--- src/core/fgp_pkg.sv ---
// constants for the four-pin gpio port: offsets, fields and reset values
package fgp_pkg;
  localparam int          PIN_COUNT        = 4;
  localparam int          ADDR_WIDTH       = 16;
  localparam int          DATA_WIDTH       = 16;
  // register offsets
  localparam logic [15:0] OE_PIN_CFG_ADDR  = 16'h001A;
  localparam logic [15:0] SLEW_CTRL_ADDR   = 16'h001E;
  localparam logic [15:0] POWER_ON_ADDR    = 16'h0024;
  localparam logic [15:0] LEVEL_READ_ADDR  = 16'h1070;
  localparam logic [15:0] SET_CMD_ADDR     = 16'h1074;
  localparam logic [15:0] CLEAR_CMD_ADDR   = 16'h1076;
  localparam logic [15:0] DIRECTION_ADDR   = 16'h1078;
  // field positions
  localparam int          OE_ROLE_BIT      = 8;
  localparam int          SLEW_LSB         = 4;
  localparam int          SLEW_WIDTH       = 3;
  localparam int          POWER_ON_LSB     = 0;
  localparam int          PIN_FIELD_LSB    = 9;
  // reset values
  localparam logic        OE_ROLE_RESET    = 1'b0;
  localparam logic [2:0]  SLEW_RESET       = 3'h0;
  localparam logic [3:0]  DIRECTION_RESET  = 4'hF;
  localparam logic [3:0]  OUT_LEVEL_RESET  = 4'h0;
  // pin directions in the direction field
  localparam logic        DIR_OUTPUT       = 1'b0;
  localparam logic        DIR_INPUT        = 1'b1;
endpackage

--- src/core/fgp_gpio_port.sv ---
// four-pin gpio port with register access, power-on capture and output-enable role
`timescale 1ns/1ps

//////////////////////////////////////////////////////////////////////////////
module fgp_gpio_port
  import fgp_pkg::*;
#(
  parameter int PINS = fgp_pkg::PIN_COUNT
) (
  input  wire logic                            clock,
  input  wire logic                            rst_n,
  input  wire logic                            reg_write,
  input  wire logic                            reg_read,
  input  wire logic [fgp_pkg::ADDR_WIDTH-1:0]  reg_addr,
  input  wire logic [fgp_pkg::DATA_WIDTH-1:0]  reg_wdata,
  output logic      [fgp_pkg::DATA_WIDTH-1:0]  reg_rdata,
  input  wire logic [PINS-1:0]                 gpio_in,
  output logic      [PINS-1:0]                 gpio_out,
  output logic      [PINS-1:0]                 gpio_oe,
  output logic      [fgp_pkg::SLEW_WIDTH-1:0]  pad_slew,
  input  wire logic                            par_port_enable,
  output logic                                 par_port_drive
);
  import fgp_pkg::*;

  logic [PINS-1:0]       pin_meta_q;
  logic [PINS-1:0]       pin_sync_q;
  logic [PINS-1:0]       power_on_q;
  logic [PINS-1:0]       dir_q;
  logic [PINS-1:0]       out_level_q;
  logic                  oe_role_q;
  logic [SLEW_WIDTH-1:0] slew_q;
  logic [PINS-1:0]       set_bits;
  logic [PINS-1:0]       clr_bits;
  logic                  write_oe_cfg;
  logic                  write_slew;
  logic                  write_dir;
  logic                  write_set;
  logic                  write_clear;
  logic [PINS-1:0]       drive_en;
  logic [PINS-1:0]       out_level_d;
  logic [DATA_WIDTH-1:0] rdata_d;
  logic                  oe_bar_raw;

  //////////////////////////////////////////////////////////////////////////////
  // pin input synchroniser
  always_ff @(posedge clock or negedge rst_n) begin
    if (!rst_n) begin
      pin_meta_q <= '0;
      pin_sync_q <= '0;
    end else begin
      pin_meta_q <= gpio_in;
      pin_sync_q <= pin_meta_q;
    end
  end

  //////////////////////////////////////////////////////////////////////////////
  // power-on capture: two edges let the synchroniser fill, the third takes the pins
  // one-hot codes, so an upset shows up as an illegal code
  typedef enum logic [3:0] {
    CAP_FILL_FIRST  = 4'b0001,
    CAP_FILL_SECOND = 4'b0010,
    CAP_TAKE        = 4'b0100,
    CAP_DONE        = 4'b1000
  } fgp_capture_type;

  fgp_capture_type capture_q;
  fgp_capture_type capture_d;

  always_comb begin
    capture_d = capture_q;
    unique case (capture_q)
      CAP_FILL_FIRST:  capture_d = CAP_FILL_SECOND;
      CAP_FILL_SECOND: capture_d = CAP_TAKE;
      CAP_TAKE:        capture_d = CAP_DONE;
      CAP_DONE:        capture_d = CAP_DONE;
      // an illegal code ends the sequence rather than taking a second capture
      default:         capture_d = CAP_DONE;
    endcase
  end

  always_ff @(posedge clock or negedge rst_n) begin
    if (!rst_n) begin
      capture_q <= CAP_FILL_FIRST;
    end else begin
      capture_q <= capture_d;
    end
  end

  // the captured word stays put until the next reset
  always_ff @(posedge clock or negedge rst_n) begin
    if (!rst_n) begin
      power_on_q <= '0;
    end else if (capture_q == CAP_TAKE) begin
      power_on_q <= pin_sync_q;
    end
  end

  //////////////////////////////////////////////////////////////////////////////
  // register write decode, exact address match only
  // writes to read-only or unknown addresses match nothing and change nothing
  assign write_oe_cfg = reg_write && (reg_addr == OE_PIN_CFG_ADDR);
  assign write_slew   = reg_write && (reg_addr == SLEW_CTRL_ADDR);
  assign write_dir    = reg_write && (reg_addr == DIRECTION_ADDR);
  assign write_set    = reg_write && (reg_addr == SET_CMD_ADDR);
  assign write_clear  = reg_write && (reg_addr == CLEAR_CMD_ADDR);

  //////////////////////////////////////////////////////////////////////////////
  // configuration registers
  always_ff @(posedge clock or negedge rst_n) begin
    if (!rst_n) begin
      oe_role_q <= OE_ROLE_RESET;
    end else if (write_oe_cfg) begin
      oe_role_q <= reg_wdata[OE_ROLE_BIT];
    end
  end

  always_ff @(posedge clock or negedge rst_n) begin
    if (!rst_n) begin
      slew_q <= SLEW_RESET;
    end else if (write_slew) begin
      slew_q <= reg_wdata[SLEW_LSB +: SLEW_WIDTH];
    end
  end

  // a pin turned to input keeps its output level for when it turns back
  always_ff @(posedge clock or negedge rst_n) begin
    if (!rst_n) begin
      dir_q <= DIRECTION_RESET;
    end else if (write_dir) begin
      dir_q <= reg_wdata[PIN_FIELD_LSB +: PINS];
    end
  end

  //////////////////////////////////////////////////////////////////////////////
  // set and clear commands; a command to an input pin is dropped, not held
  // both commands are pulses, nothing is remembered between writes
  // bit 9 is pin 0
  assign set_bits = write_set ? reg_wdata[PIN_FIELD_LSB +: PINS] : '0;
  assign clr_bits = write_clear ? reg_wdata[PIN_FIELD_LSB +: PINS] : '0;

  for (genvar p = 0; p < PINS; p++) begin : g_pin
    // output when direction bit is 0
    assign drive_en[p] = (dir_q[p] == DIR_OUTPUT);
    // clear drives low, set wins if both land together
    assign out_level_d[p] = !drive_en[p] ? out_level_q[p] :
                            set_bits[p]  ? 1'b1 :
                            clr_bits[p]  ? 1'b0 :
                                           out_level_q[p];
  end

  // outputs start low, though no pad drives until a direction write
  always_ff @(posedge clock or negedge rst_n) begin
    if (!rst_n) begin
      out_level_q <= OUT_LEVEL_RESET;
    end else begin
      out_level_q <= out_level_d;
    end
  end

  //////////////////////////////////////////////////////////////////////////////
  // pad drive; pin 3 never driven while it serves as output enable
  always_comb begin
    gpio_oe = drive_en;
    if (oe_role_q) begin
      gpio_oe[PINS-1] = 1'b0;
    end
  end

  assign gpio_out = out_level_q;
  assign pad_slew = slew_q;

  //////////////////////////////////////////////////////////////////////////////
  // parallel-port output enable, active low on the top pin
  // a synchroniser here would put a clock into the enable path
  assign oe_bar_raw = gpio_in[PINS-1];

  // raw pin, no clock in the path
  assign par_port_drive = par_port_enable & (!oe_role_q | !oe_bar_raw);

  //////////////////////////////////////////////////////////////////////////////
  // register read; unmapped and write-only addresses read as zero
  always_comb begin
    rdata_d = '0;
    unique case (reg_addr)
      OE_PIN_CFG_ADDR: rdata_d[OE_ROLE_BIT] = oe_role_q;
      SLEW_CTRL_ADDR:  rdata_d[SLEW_LSB +: SLEW_WIDTH] = slew_q;
      POWER_ON_ADDR:   rdata_d[POWER_ON_LSB +: PINS] = power_on_q;
      LEVEL_READ_ADDR: rdata_d[PIN_FIELD_LSB +: PINS] = pin_sync_q;
      DIRECTION_ADDR:  rdata_d[PIN_FIELD_LSB +: PINS] = dir_q;
      default: ;
    endcase
  end

  // a read and a write in one cycle return the value from before the write
  always_ff @(posedge clock or negedge rst_n) begin
    if (!rst_n) begin
      reg_rdata <= '0;
    end else if (reg_read) begin
      reg_rdata <= rdata_d;
    end
  end
endmodule

--- config.mk ---
export PLATFORM = sky130hd
export DESIGN_NAME = fgp_gpio_port
export DESIGN_NICKNAME = d
export VERILOG_FILES = /design/src/core/fgp_pkg.sv /design/src/core/fgp_gpio_port.sv
export SDC_FILE = /design/constraint.sdc
export NUM_CORES = 1
export LEC_CHECK = 0
export BUFFER_PORTS_ARGS = -buffer_cell sky130_fd_sc_hd__buf_2
export CORE_MARGIN = 2
export CORE_UTILIZATION = 47
export CTS_CLUSTER_DIAMETER = 50
export CTS_CLUSTER_SIZE = 40
export DETAILED_ROUTE_END_ITERATION = 7
export PLACE_DENSITY = 0.82
export SLEW_MARGIN = 30
export SYNTH_ARGS = -nofsm -noshare
export SYNTH_HDL_FRONTEND = slang
export SYNTH_SLANG_ARGS = --single-unit
--- constraint.sdc ---
create_clock -name clock -period 1.8 [get_ports clock]
set_input_delay 0.36 -clock clock [delete_from_list [all_inputs] [get_ports clock]]
set_output_delay 0.36 -clock clock [all_outputs]
set_load 0.05 [all_outputs]
==> summary.md, run 1 <==
| Metric | Value |
|---|---|
| Main synth FF type | dfrtp_1 |
| Vias in the first global route | 1255 |
| Critical path data required time | 1440 ps |
| Cell variety after synth | 33 |
| Critical path arrival | ~1200 ps |
| Met2 GRT Util | 32.3% |
| Post-DP HPWL | 2.76 mm |
| Post-synth EDFFs | 0 |
| Most frequent cells in the layout | buf_2 (56), dfrtp_1 (35), mux2_2 (7), a22o_1 (7) |
| Yosys reg bits | 40 |
| Die W | 64.0 µm |
| Final period utilization | 84.6% |
| Die Area | 4090 µm² |
| Pint | between 1 and 1.5 mW |
| Vias per inst | 5.33 |
| PnR worst setup slack | 278 ps |
| WL per Instance | 14.6 µm |
| Root Buffer | clkbuf_4 |
| DR pass1 iterations | 4 |
| Initial DRC count | 50 |
| Final max-slew violation count | 0 |
| CP Cell Sequence | nor2_1, buf_2 |
| Reg clk slew, reported paths | approximately 110 ps |
| Ant diodes | 0 |
| Layout cells sized above 1 | 50.5% |
| Clock network power share | 31.7% |
| Fin. Hold Viols | 0 |
| Chip height | 64.0 µm |
| Clock Sinks | 40 |
| Met3 Track Usage GR | 5.46% |
| Largest net degree at the start of global routing | 41 |
| Max-Cap Viols | 0 |
| Post-CTS Setup Bufs | 0 |
| DR DRC count | 0 |
| IO Count | 69 |
| First-pass GRT wire length | 5.66 mm |
| Routed WL | 3.39 mm |
| Delay-heaviest family, CP | flip-flops |
| Finish-stage setup viols | 0 |
| Comb pwr share | under 10% |
| Worst min path class | input port to asynchronous set/reset pin |
| Switching share of power | between 20% and 30% |
| Commonest non-fill, non-tap cell in the layout | buf_2 |
| Global routing usage on met1 | 19.9% |
| Hold-fix buffers, CTS | 0 |
| Starting density of the core | 49.9% |
| Netlist Area Pre-Place | between 1500 and 2000 µm² |
| Status | finished clean |
| Seq/Total Area, Yosys | 59.6% |
| Initial antenna violation count | 0 |
| Vias post-DR | roughly 1200 |
| Resized Gates After CTS | 0 |
| Global route overflow | 0 |
| All-Layer GR Usage | 18.3% |
| CTS tree | yes |
| Critical Path Fanout Max | 4 |
| Inserted Clock Buffers | 5 |
| Sequential Power Share | between 60% and 70% |
| Min cycle time layout | 1520 ps |
| Maximum vdd ir drop | around 0.52 mV |
| Max clock buf depth | 2 |
| Clock Skew | 7.31 ps |
| Switch Pwr | approximately 0.34 mW |
| Ys async rst share | 100% |
| RSZ-0062 raised after global routing | no |
| CP startpoint kind | register |
| WS Path Type | register to primary output |
| Leakage power total | 1.08 nW |
| Crit end category | primary output |
| Power per cell area | 723 nW/µm² |
| Most Crowded Layer GR | met2 |
| Core area | 3390 µm² |
| Fmax | ~660 MHz |
| Worst-skew pair later-pin latency | between 300 and 400 ps |
| Fin nets | 226 |
| Syn Inst Count | between 100 and 150 |
| Syn Area/Cell | 14.2 µm² |
| Buffers added on ports | 56 |
| # H-tree levels | 2 |
| GP Congestion | 0.845 |
| Row Count | 21 |
| CP max-delay cell | dfstp_2 |
| Critical path buffers and inverters | 1 |
| Ys Warns | 0 |
| Area growth syn-to-layout | 24.4% |
| Placement Setup Slack | -4.75 ps |
| Total power | 1.52 mW |
| Worst stage delay on the critical path | 580 ps |
| Post-DRT Antenna Nets | 0 |
[state kept, by name, indices dropped and copies added, names as in the netlist, 3 cells and up]
name        flops
reg_rdata      12
dir_q           4
pin_sync_q      4
capture_q       4
pin_meta_q      4
power_on_q      4
gpio_out        4
pad_slew        3
[kinds of logic after synthesis]
group | Yosys count | synth area share (%)
AOI/OAI and AO/OA | 21 | 9.40
buffers and inverters | 11 | 3.92
DFF | 40 | 59.6
muxes | 16 | 11.3
other | 1 | 0.222
and+or+nand+nor | 30 | 15.6
[power groups by stage]
| stage | clock, mW | combinational (mW) | sequential [mW] |
|---|---|---|---|
| floorplan | 0 | 0.0592 | 0.931 |
| global placement | 0 | 0.117 | 0.932 |
| detailed placement | 0 | 0.123 | 0.933 |
| CTS | 0.500 | 0.123 | 0.916 |
| global route | 0.541 | 0.135 | 0.917 |
| finish | 0.482 | 0.122 | 0.916 |
[synth_stat cells, types with 4 or more instances]
master,count,share of area (%)
a22o_1,7,3.6
buf_4,4,1.8
dfrtp_1,35,52
dfstp_2,5,7.8
inv_1,5,1.1
mux2_2,7,4.7
mux2_4,4,3.6
mux2i_1,4,2.4
nand2_1,4,0.89
o21ai_0,5,1.5
o2bb2ai_1,4,2.1
o31ai_1,4,1.8
[worst paths after layout]
check | start | end | slack (ps) | depth (start not counted)
worst max register to register | capture_q[1] | power_on_q[3] | 460 | 3
worst min register to register | pin_meta_q[0] | pin_sync_q[0] | 360 | 0
min in group clock | gpio_in[0] | pin_meta_q[0] | 140 | 1
worst max-delay path | dir_q[3] | gpio_oe[3] | 280 | 2
max in group asynchronous | rst_n | capture_q[0] | 1370 | 2
worst min-delay path | rst_n | gpio_out[3] | 60 | 2
[through the flow]
stage	area [µm²]	utilization, %	TNS (ps)	hold WS, ps	instances
2_1_floorplan	1710	-	0	64.4	123
3_3_place_gp	2030	60.0	0	334	224
3_5_place_dp	2030	60.0	-4.75	339	224
4_1_cts	2100	62.0	0	64.0	232
5_1_grt	2100	62.0	0	90.1	232
6_report	2100	62.0	0	61.3	232
[layout make-up]
class,count,area [µm²]
clock buffer,8,68.8
timing repair buffer,61,318
inverter,5,18.8
multi-input combinational,72,632
tap,46,57.6
fill,279,1290
sequential,40,1010
[routing by layer]
metal | vias to the layer above | routed length [µm] | part of all wire, %
met4 | 0 | 91 | 2.7
met2 | 42 | 1850 | 54
met1 | 618 | 1260 | 37
met3 | 13 | 195 | 5.8
met5 | - | 0 | 0
li1 | 563 | - | -
(Power assumes the default switching activity.)
==> run 2: changes to the inputs <==
- CORE_UTILIZATION: 47 -> 43
- PLACE_DENSITY: 0.82 -> 0.79
- clock period: 1.8 -> 1.3 ns (I/O delays scaled with it)
==> summary.md, run 2 (synthesis results as in run 1) <==
| Metric | Value |
|---|---|
| # H-tree levels | 2 |
| Crit end category | primary output |
| Worst stage delay on the critical path | 430 ps |
| Clock Sinks | 40 |
| Core area | roughly 3700 µm² |
| CP max-delay cell | dfrtp_1 |
| Setup tns final | -30.0 ps |
| Initial antenna violation count | 0 |
| Worst min path class | input port to register |
| Combined area of the multi-input logic cells | 684 µm² |
| Die Area | 4450 µm² |
| Fillcell total | 299 |
| Fin nets | 240 |
| CP Cell Sequence | a21boi_1, buf_4 |
| Global route overflow | 0 |
| Vias post-DR | ~1300 |
| DR pass1 iterations | 4 |
| Leakage power total | between 1 and 1.5 nW |
| Failing checks | setup timing |
| Most frequent cells in the layout | buf_2 (49), dfrtp_1 (35), buf_4 (18) |
| Max-Cap Viols | 0 |
| Routed WL | 3.93 mm |
| Final period utilization | 102% |
| Final max-slew violation count | 0 |
| Post-DRT Antenna Nets | 0 |
| WL per Instance | 15.8 µm |
| Reg area | 1010 µm² |
| Initial DRC count | 58 |
| Power per cell area | between 900 and 1000 nW/µm² |
| Ant diodes | 0 |
| Critical path data required time | between 1000 and 1500 ps |
| Layout cells sized above 1 | 58.0% |
| Post-route insts no fill | 248 |
| Finish-stage setup viols | 1 |
| Starting density of the core | 45.5% |
| Flip-flop count of the largest register after layout | 12 |
| Chip height | 66.7 µm |
| Max clock buf depth | 2 |
| Top reg by flops | reg_rdata |
| GP Congestion | 0.923 |
| Vias in the first global route | ~1400 |
| WS Path Type | register to primary output |
| Min cycle time layout | 1330 ps |
| DR DRC count | 0 |
| Critical path arrival | between 1000 and 1500 ps |
| Row Count | 22 |
| Inserted Clock Buffers | 5 |
| IO Count | between 60 and 70 |
| Status | finished, violations left |
| Reg clk slew, reported paths | 70 ps |
| Vias per inst | 5.25 |
| Total power | about 2.3 mW |
| Post-DP HPWL | 2.73 mm |
| Buffers added on ports | 56 |
| Die W | 66.7 µm |
| Root Buffer | clkbuf_8 |
| Fin. Hold Viols | 0 |
| Critical Path Fanout Max | 4 |
| CTS tree | yes |
| Largest net degree at the start of global routing | 41 |
| Commonest non-fill, non-tap cell in the layout | buf_2 |
| RSZ-0062 raised after global routing | yes |
| Clock Skew | between 6 and 7 ps |
| Area growth syn-to-layout | 38.3% |
| Placed Cells | 233 |
| Fmax | 752 MHz |
| Worst-skew pair later-pin latency | 290 ps |
| First-pass GRT wire length | 6.24 mm |
| PnR worst setup slack | -30.0 ps |
| All-Layer GR Usage | 19.4% |
| CP startpoint kind | register |
| Maximum vdd ir drop | 0.688 mV |
[run 2: where the power goes]
part | switching (mW) | internal, mW
Sequential | 0.00786 | 1.26
Combinational | 0.124 | 0.0839
Clock | 0.423 | 0.375
Total | 0.555 | 1.72
[run 2: per-stage QoR]
stage               hold WS (ps)  worst slack [ps]  util, %  area, µm²
floorplan                  -35.6              -190        -       1740
global placement             240              -341     57.4       2130
detailed placement           248              -374     57.4       2130
CTS                         62.3             -45.2     61.8       2290
global route                54.3              -116     62.9       2340
finish                      74.1             -30.0     62.9       2340
[run 2: path summary, 6_finish.rpt]
kind                                    start             end  slack (ps)  cells after the start
worst min-delay path               gpio_in[1]   pin_meta_q[1]          70                      1
worst max-delay path                oe_role_q  par_port_drive         -30                      2
max in group asynchronous               rst_n    capture_q[0]         570                      3
worst min register to register  pin_meta_q[1]   pin_sync_q[1]         350                      0
worst max register to register   capture_q[1]   power_on_q[2]          40                      3
min in group asynchronous               rst_n     gpio_out[3]         460                      3
[run 2: what timing repair did]
action                     4_1_cts  5_1_grt
pin swaps                        4       10
hold buffers                     1        0
setup endpoints to repair        9       26
setup buffers                    5        1
hold endpoints to repair        35        0
gates resized for setup         10       12
[run 2: per-layer routing]
metal	routed length [µm]	global-route usage (%)
met1	1550	21.9
met5	0	0
met4	113	9.69
met3	270	6.42
met2	1990	32.6
[run 2: layout make-up]
type	count	share of cell area [%]
flip-flops and latches	40	43.1
multi-input cells	72	29.3
repair buffers	75	20.6
clock buffers	6	3.10
well taps	48	2.57
inverters	5	0.803
clock inverters	2	0.535
[run 2: worst max-delay path, delay by kind of cell, from the launching register on]
kind / cells / cell delay [ps]
flops: 1 / 430
buf+inv: 1 / 210
compound gates: 1 / 140
==> run 3: changes to the inputs <==
- HOLD_SLACK_MARGIN: default -> 0.1
- SETUP_SLACK_MARGIN: default -> 0.1
==> summary.md, run 3 (synthesis results as in run 1) <==
| Metric | Value |
|---|---|
| Status | finished, violations left |
| Failing checks | setup timing |
| First-pass GRT wire length | 6.42 mm |
| Routed WL | ~4.2 mm |
| CTS tree | yes |
| Max-Cap Viols | 0 |
| Worst Hold Path Cells | 1 |
| WS Path Type | register to primary output |
| Final period utilization | 101% |
| WL per Instance | 16.7 µm |
| Global route overflow | 0 |
| GP Congestion | 0.837 |
| Vias in the first global route | 1339 |
| Hold-fix buffers, CTS | 4 |
| Ant diodes | 0 |
| Buffers added on ports | 56 |
| Starting density of the core | 45.5% |
| Root Buffer | clkbuf_8 |
| Flip-flop count of the largest register after layout | 12 |
| Max clock buf depth | 2 |
| # H-tree levels | 2 |
| Vias per inst | 5.18 |
| Clock network power share | 34.4% |
| DR DRC count | 0 |
| Core area | 3720 µm² |
| Critical path buffers and inverters | 1 |
| Clock Skew | 7.66 ps |
| Inserted Clock Buffers | 5 |
| All-Layer GR Usage | between 10% and 20% |
| CP Cell Sequence | nor2_2, buf_6 |
| Min cycle time layout | 1310 ps |
| Comb pwr share | 9.8% |
| Row Count | 22 |
| Layout cells sized above 1 | 61.2% |
| Crit end category | primary output |
| Switch Pwr | ~0.55 mW |
| Post-Place Cell Area | ~2200 µm² |
| DR pass1 iterations | 4 |
| Largest net degree at the start of global routing | 41 |
| Reg area | 1010 µm² |
| FF-to-FF path depth | 3 |
| Finish-stage setup viols | 2 |
| Fin. Hold Viols | 0 |
| Critical path arrival | 1050 ps |
| Clock Sinks | 40 |
| Worst-skew pair later-pin latency | 290 ps |
| Post-DP HPWL | 2.91 mm |
| Most frequent cells in the layout | dfrtp_1 (35), buf_2 (33), buf_4 (26) |
| Reg clk slew, reported paths | 80 ps |
| Final Util | 67.4% |
| Final max-slew violation count | 0 |
| Critical Path Fanout Max | 2 |
| Post-DRT Antenna Nets | 0 |
| CP startpoint kind | register |
| Pint | between 1.5 and 2 mW |
| Switching share of power | 24.0% |
| Top reg by flops | reg_rdata |
| Critical path data required time | 1040 ps |
| Fillcell total | 268 |
| CP max-delay cell | dfstp_2 |
| Die W | 66.7 µm |
| Vias post-DR | 1316 |
| Finished Cell Area | approximately 2500 µm² |
| CP Depth | 2 |
| Area growth syn-to-layout | 48.3% |
| Fmax | 761 MHz |
| RSZ-0062 raised after global routing | yes |
| Commonest non-fill, non-tap cell in the layout | dfrtp_1 |
| Die Area | between 4000 and 5000 µm² |
| Initial antenna violation count | 0 |
| Maximum vdd ir drop | 0.728 mV |
| IO Count | 69 |
| Chip height | 66.7 µm |
| Worst min path class | input port to register |
| Fin nets | 246 |
| Worst stage delay on the critical path | 560 ps |
| Delay-heaviest family, CP | flip-flops |
| Power per cell area | 909 nW/µm² |
| PnR worst setup slack | -13.8 ps |
| Combined area of the multi-input logic cells | 749 µm² |
| Leakage power total | 1.23 nW |
| Initial DRC count | 24 |
| Sequential Power Share | between 50% and 60% |
## run 3: layout make-up
class                      instances  area share, %
inverter                           5          0.749
sequential                        40           40.2
clock inverter                     1          0.200
timing repair buffer              81           23.5
multi-input combinational         72           29.9
tap                               48           2.40
clock buffer                       7           3.05
## run 3: path summary, 6_finish.rpt
check | from | endpoint | slack, ps
max | dir_q[3] | gpio_oe[3] | -10
min | gpio_in[3] | pin_meta_q[3] | 90
max reg2reg | capture_q[1] | power_on_q[2] | 30
min reg2reg | pin_meta_q[2] | pin_sync_q[2] | 350
max in group asynchronous | rst_n | dir_q[3] | 530
min in group asynchronous | rst_n | reg_rdata[1] | 510
## run 3: timing repair
| action | 4_1_cts | 5_1_grt |
|---|---|---|
| pin swaps | 8 | 5 |
| buffers inserted | 6 | 2 |
| endpoints found under the setup margin | 27 | 37 |
| gates resized for setup | 26 | 20 |
| hold endpoints to repair | 39 | 1 |
## run 3: worst register-to-register path, delay by kind of cell (launching register included)
| family | cells | cell delay, ps |
|---|---|---|
| AND/OR/NAND/NOR | 1 | 260 |
| buffers and inverters | 1 | 190 |
| flip-flops | 1 | 410 |
| multiplexers | 1 | 300 |
## run 3: metal layers
metal	routed length, µm	up-vias	GRT usage, %
met2	2240	44	33.8
li1	-	602	-
met5	0	-	0
met1	1690	665	24.3
met3	256	5	5.41
met4	44	0	7.65
## run 3: stage by stage
step | worst slack, ps | setup TNS [ps] | cells | hold slack (ps) | power, mW
2_1_floorplan | -188 | -1050 | 123 | -35.6 | 1.38
3_3_place_gp | -270 | -4180 | 234 | 234 | 1.48
3_5_place_dp | -293 | -4870 | 234 | 246 | 1.49
4_1_cts | -17.9 | -17.9 | 252 | 81.0 | 2.28
5_1_grt | -77.8 | -380 | 254 | 89.0 | 2.36
6_report | -13.8 | -17.7 | 254 | 88.4 | 2.28
## run 3: power by group through the flow
stage,Clock [mW],Sequential [mW],Combinational (mW)
global route,0.848,1.27,0.243
global placement,0,1.29,0.190
finish,0.785,1.27,0.223
floorplan,0,1.29,0.0890
CTS,0.798,1.27,0.217
detailed placement,0,1.29,0.199
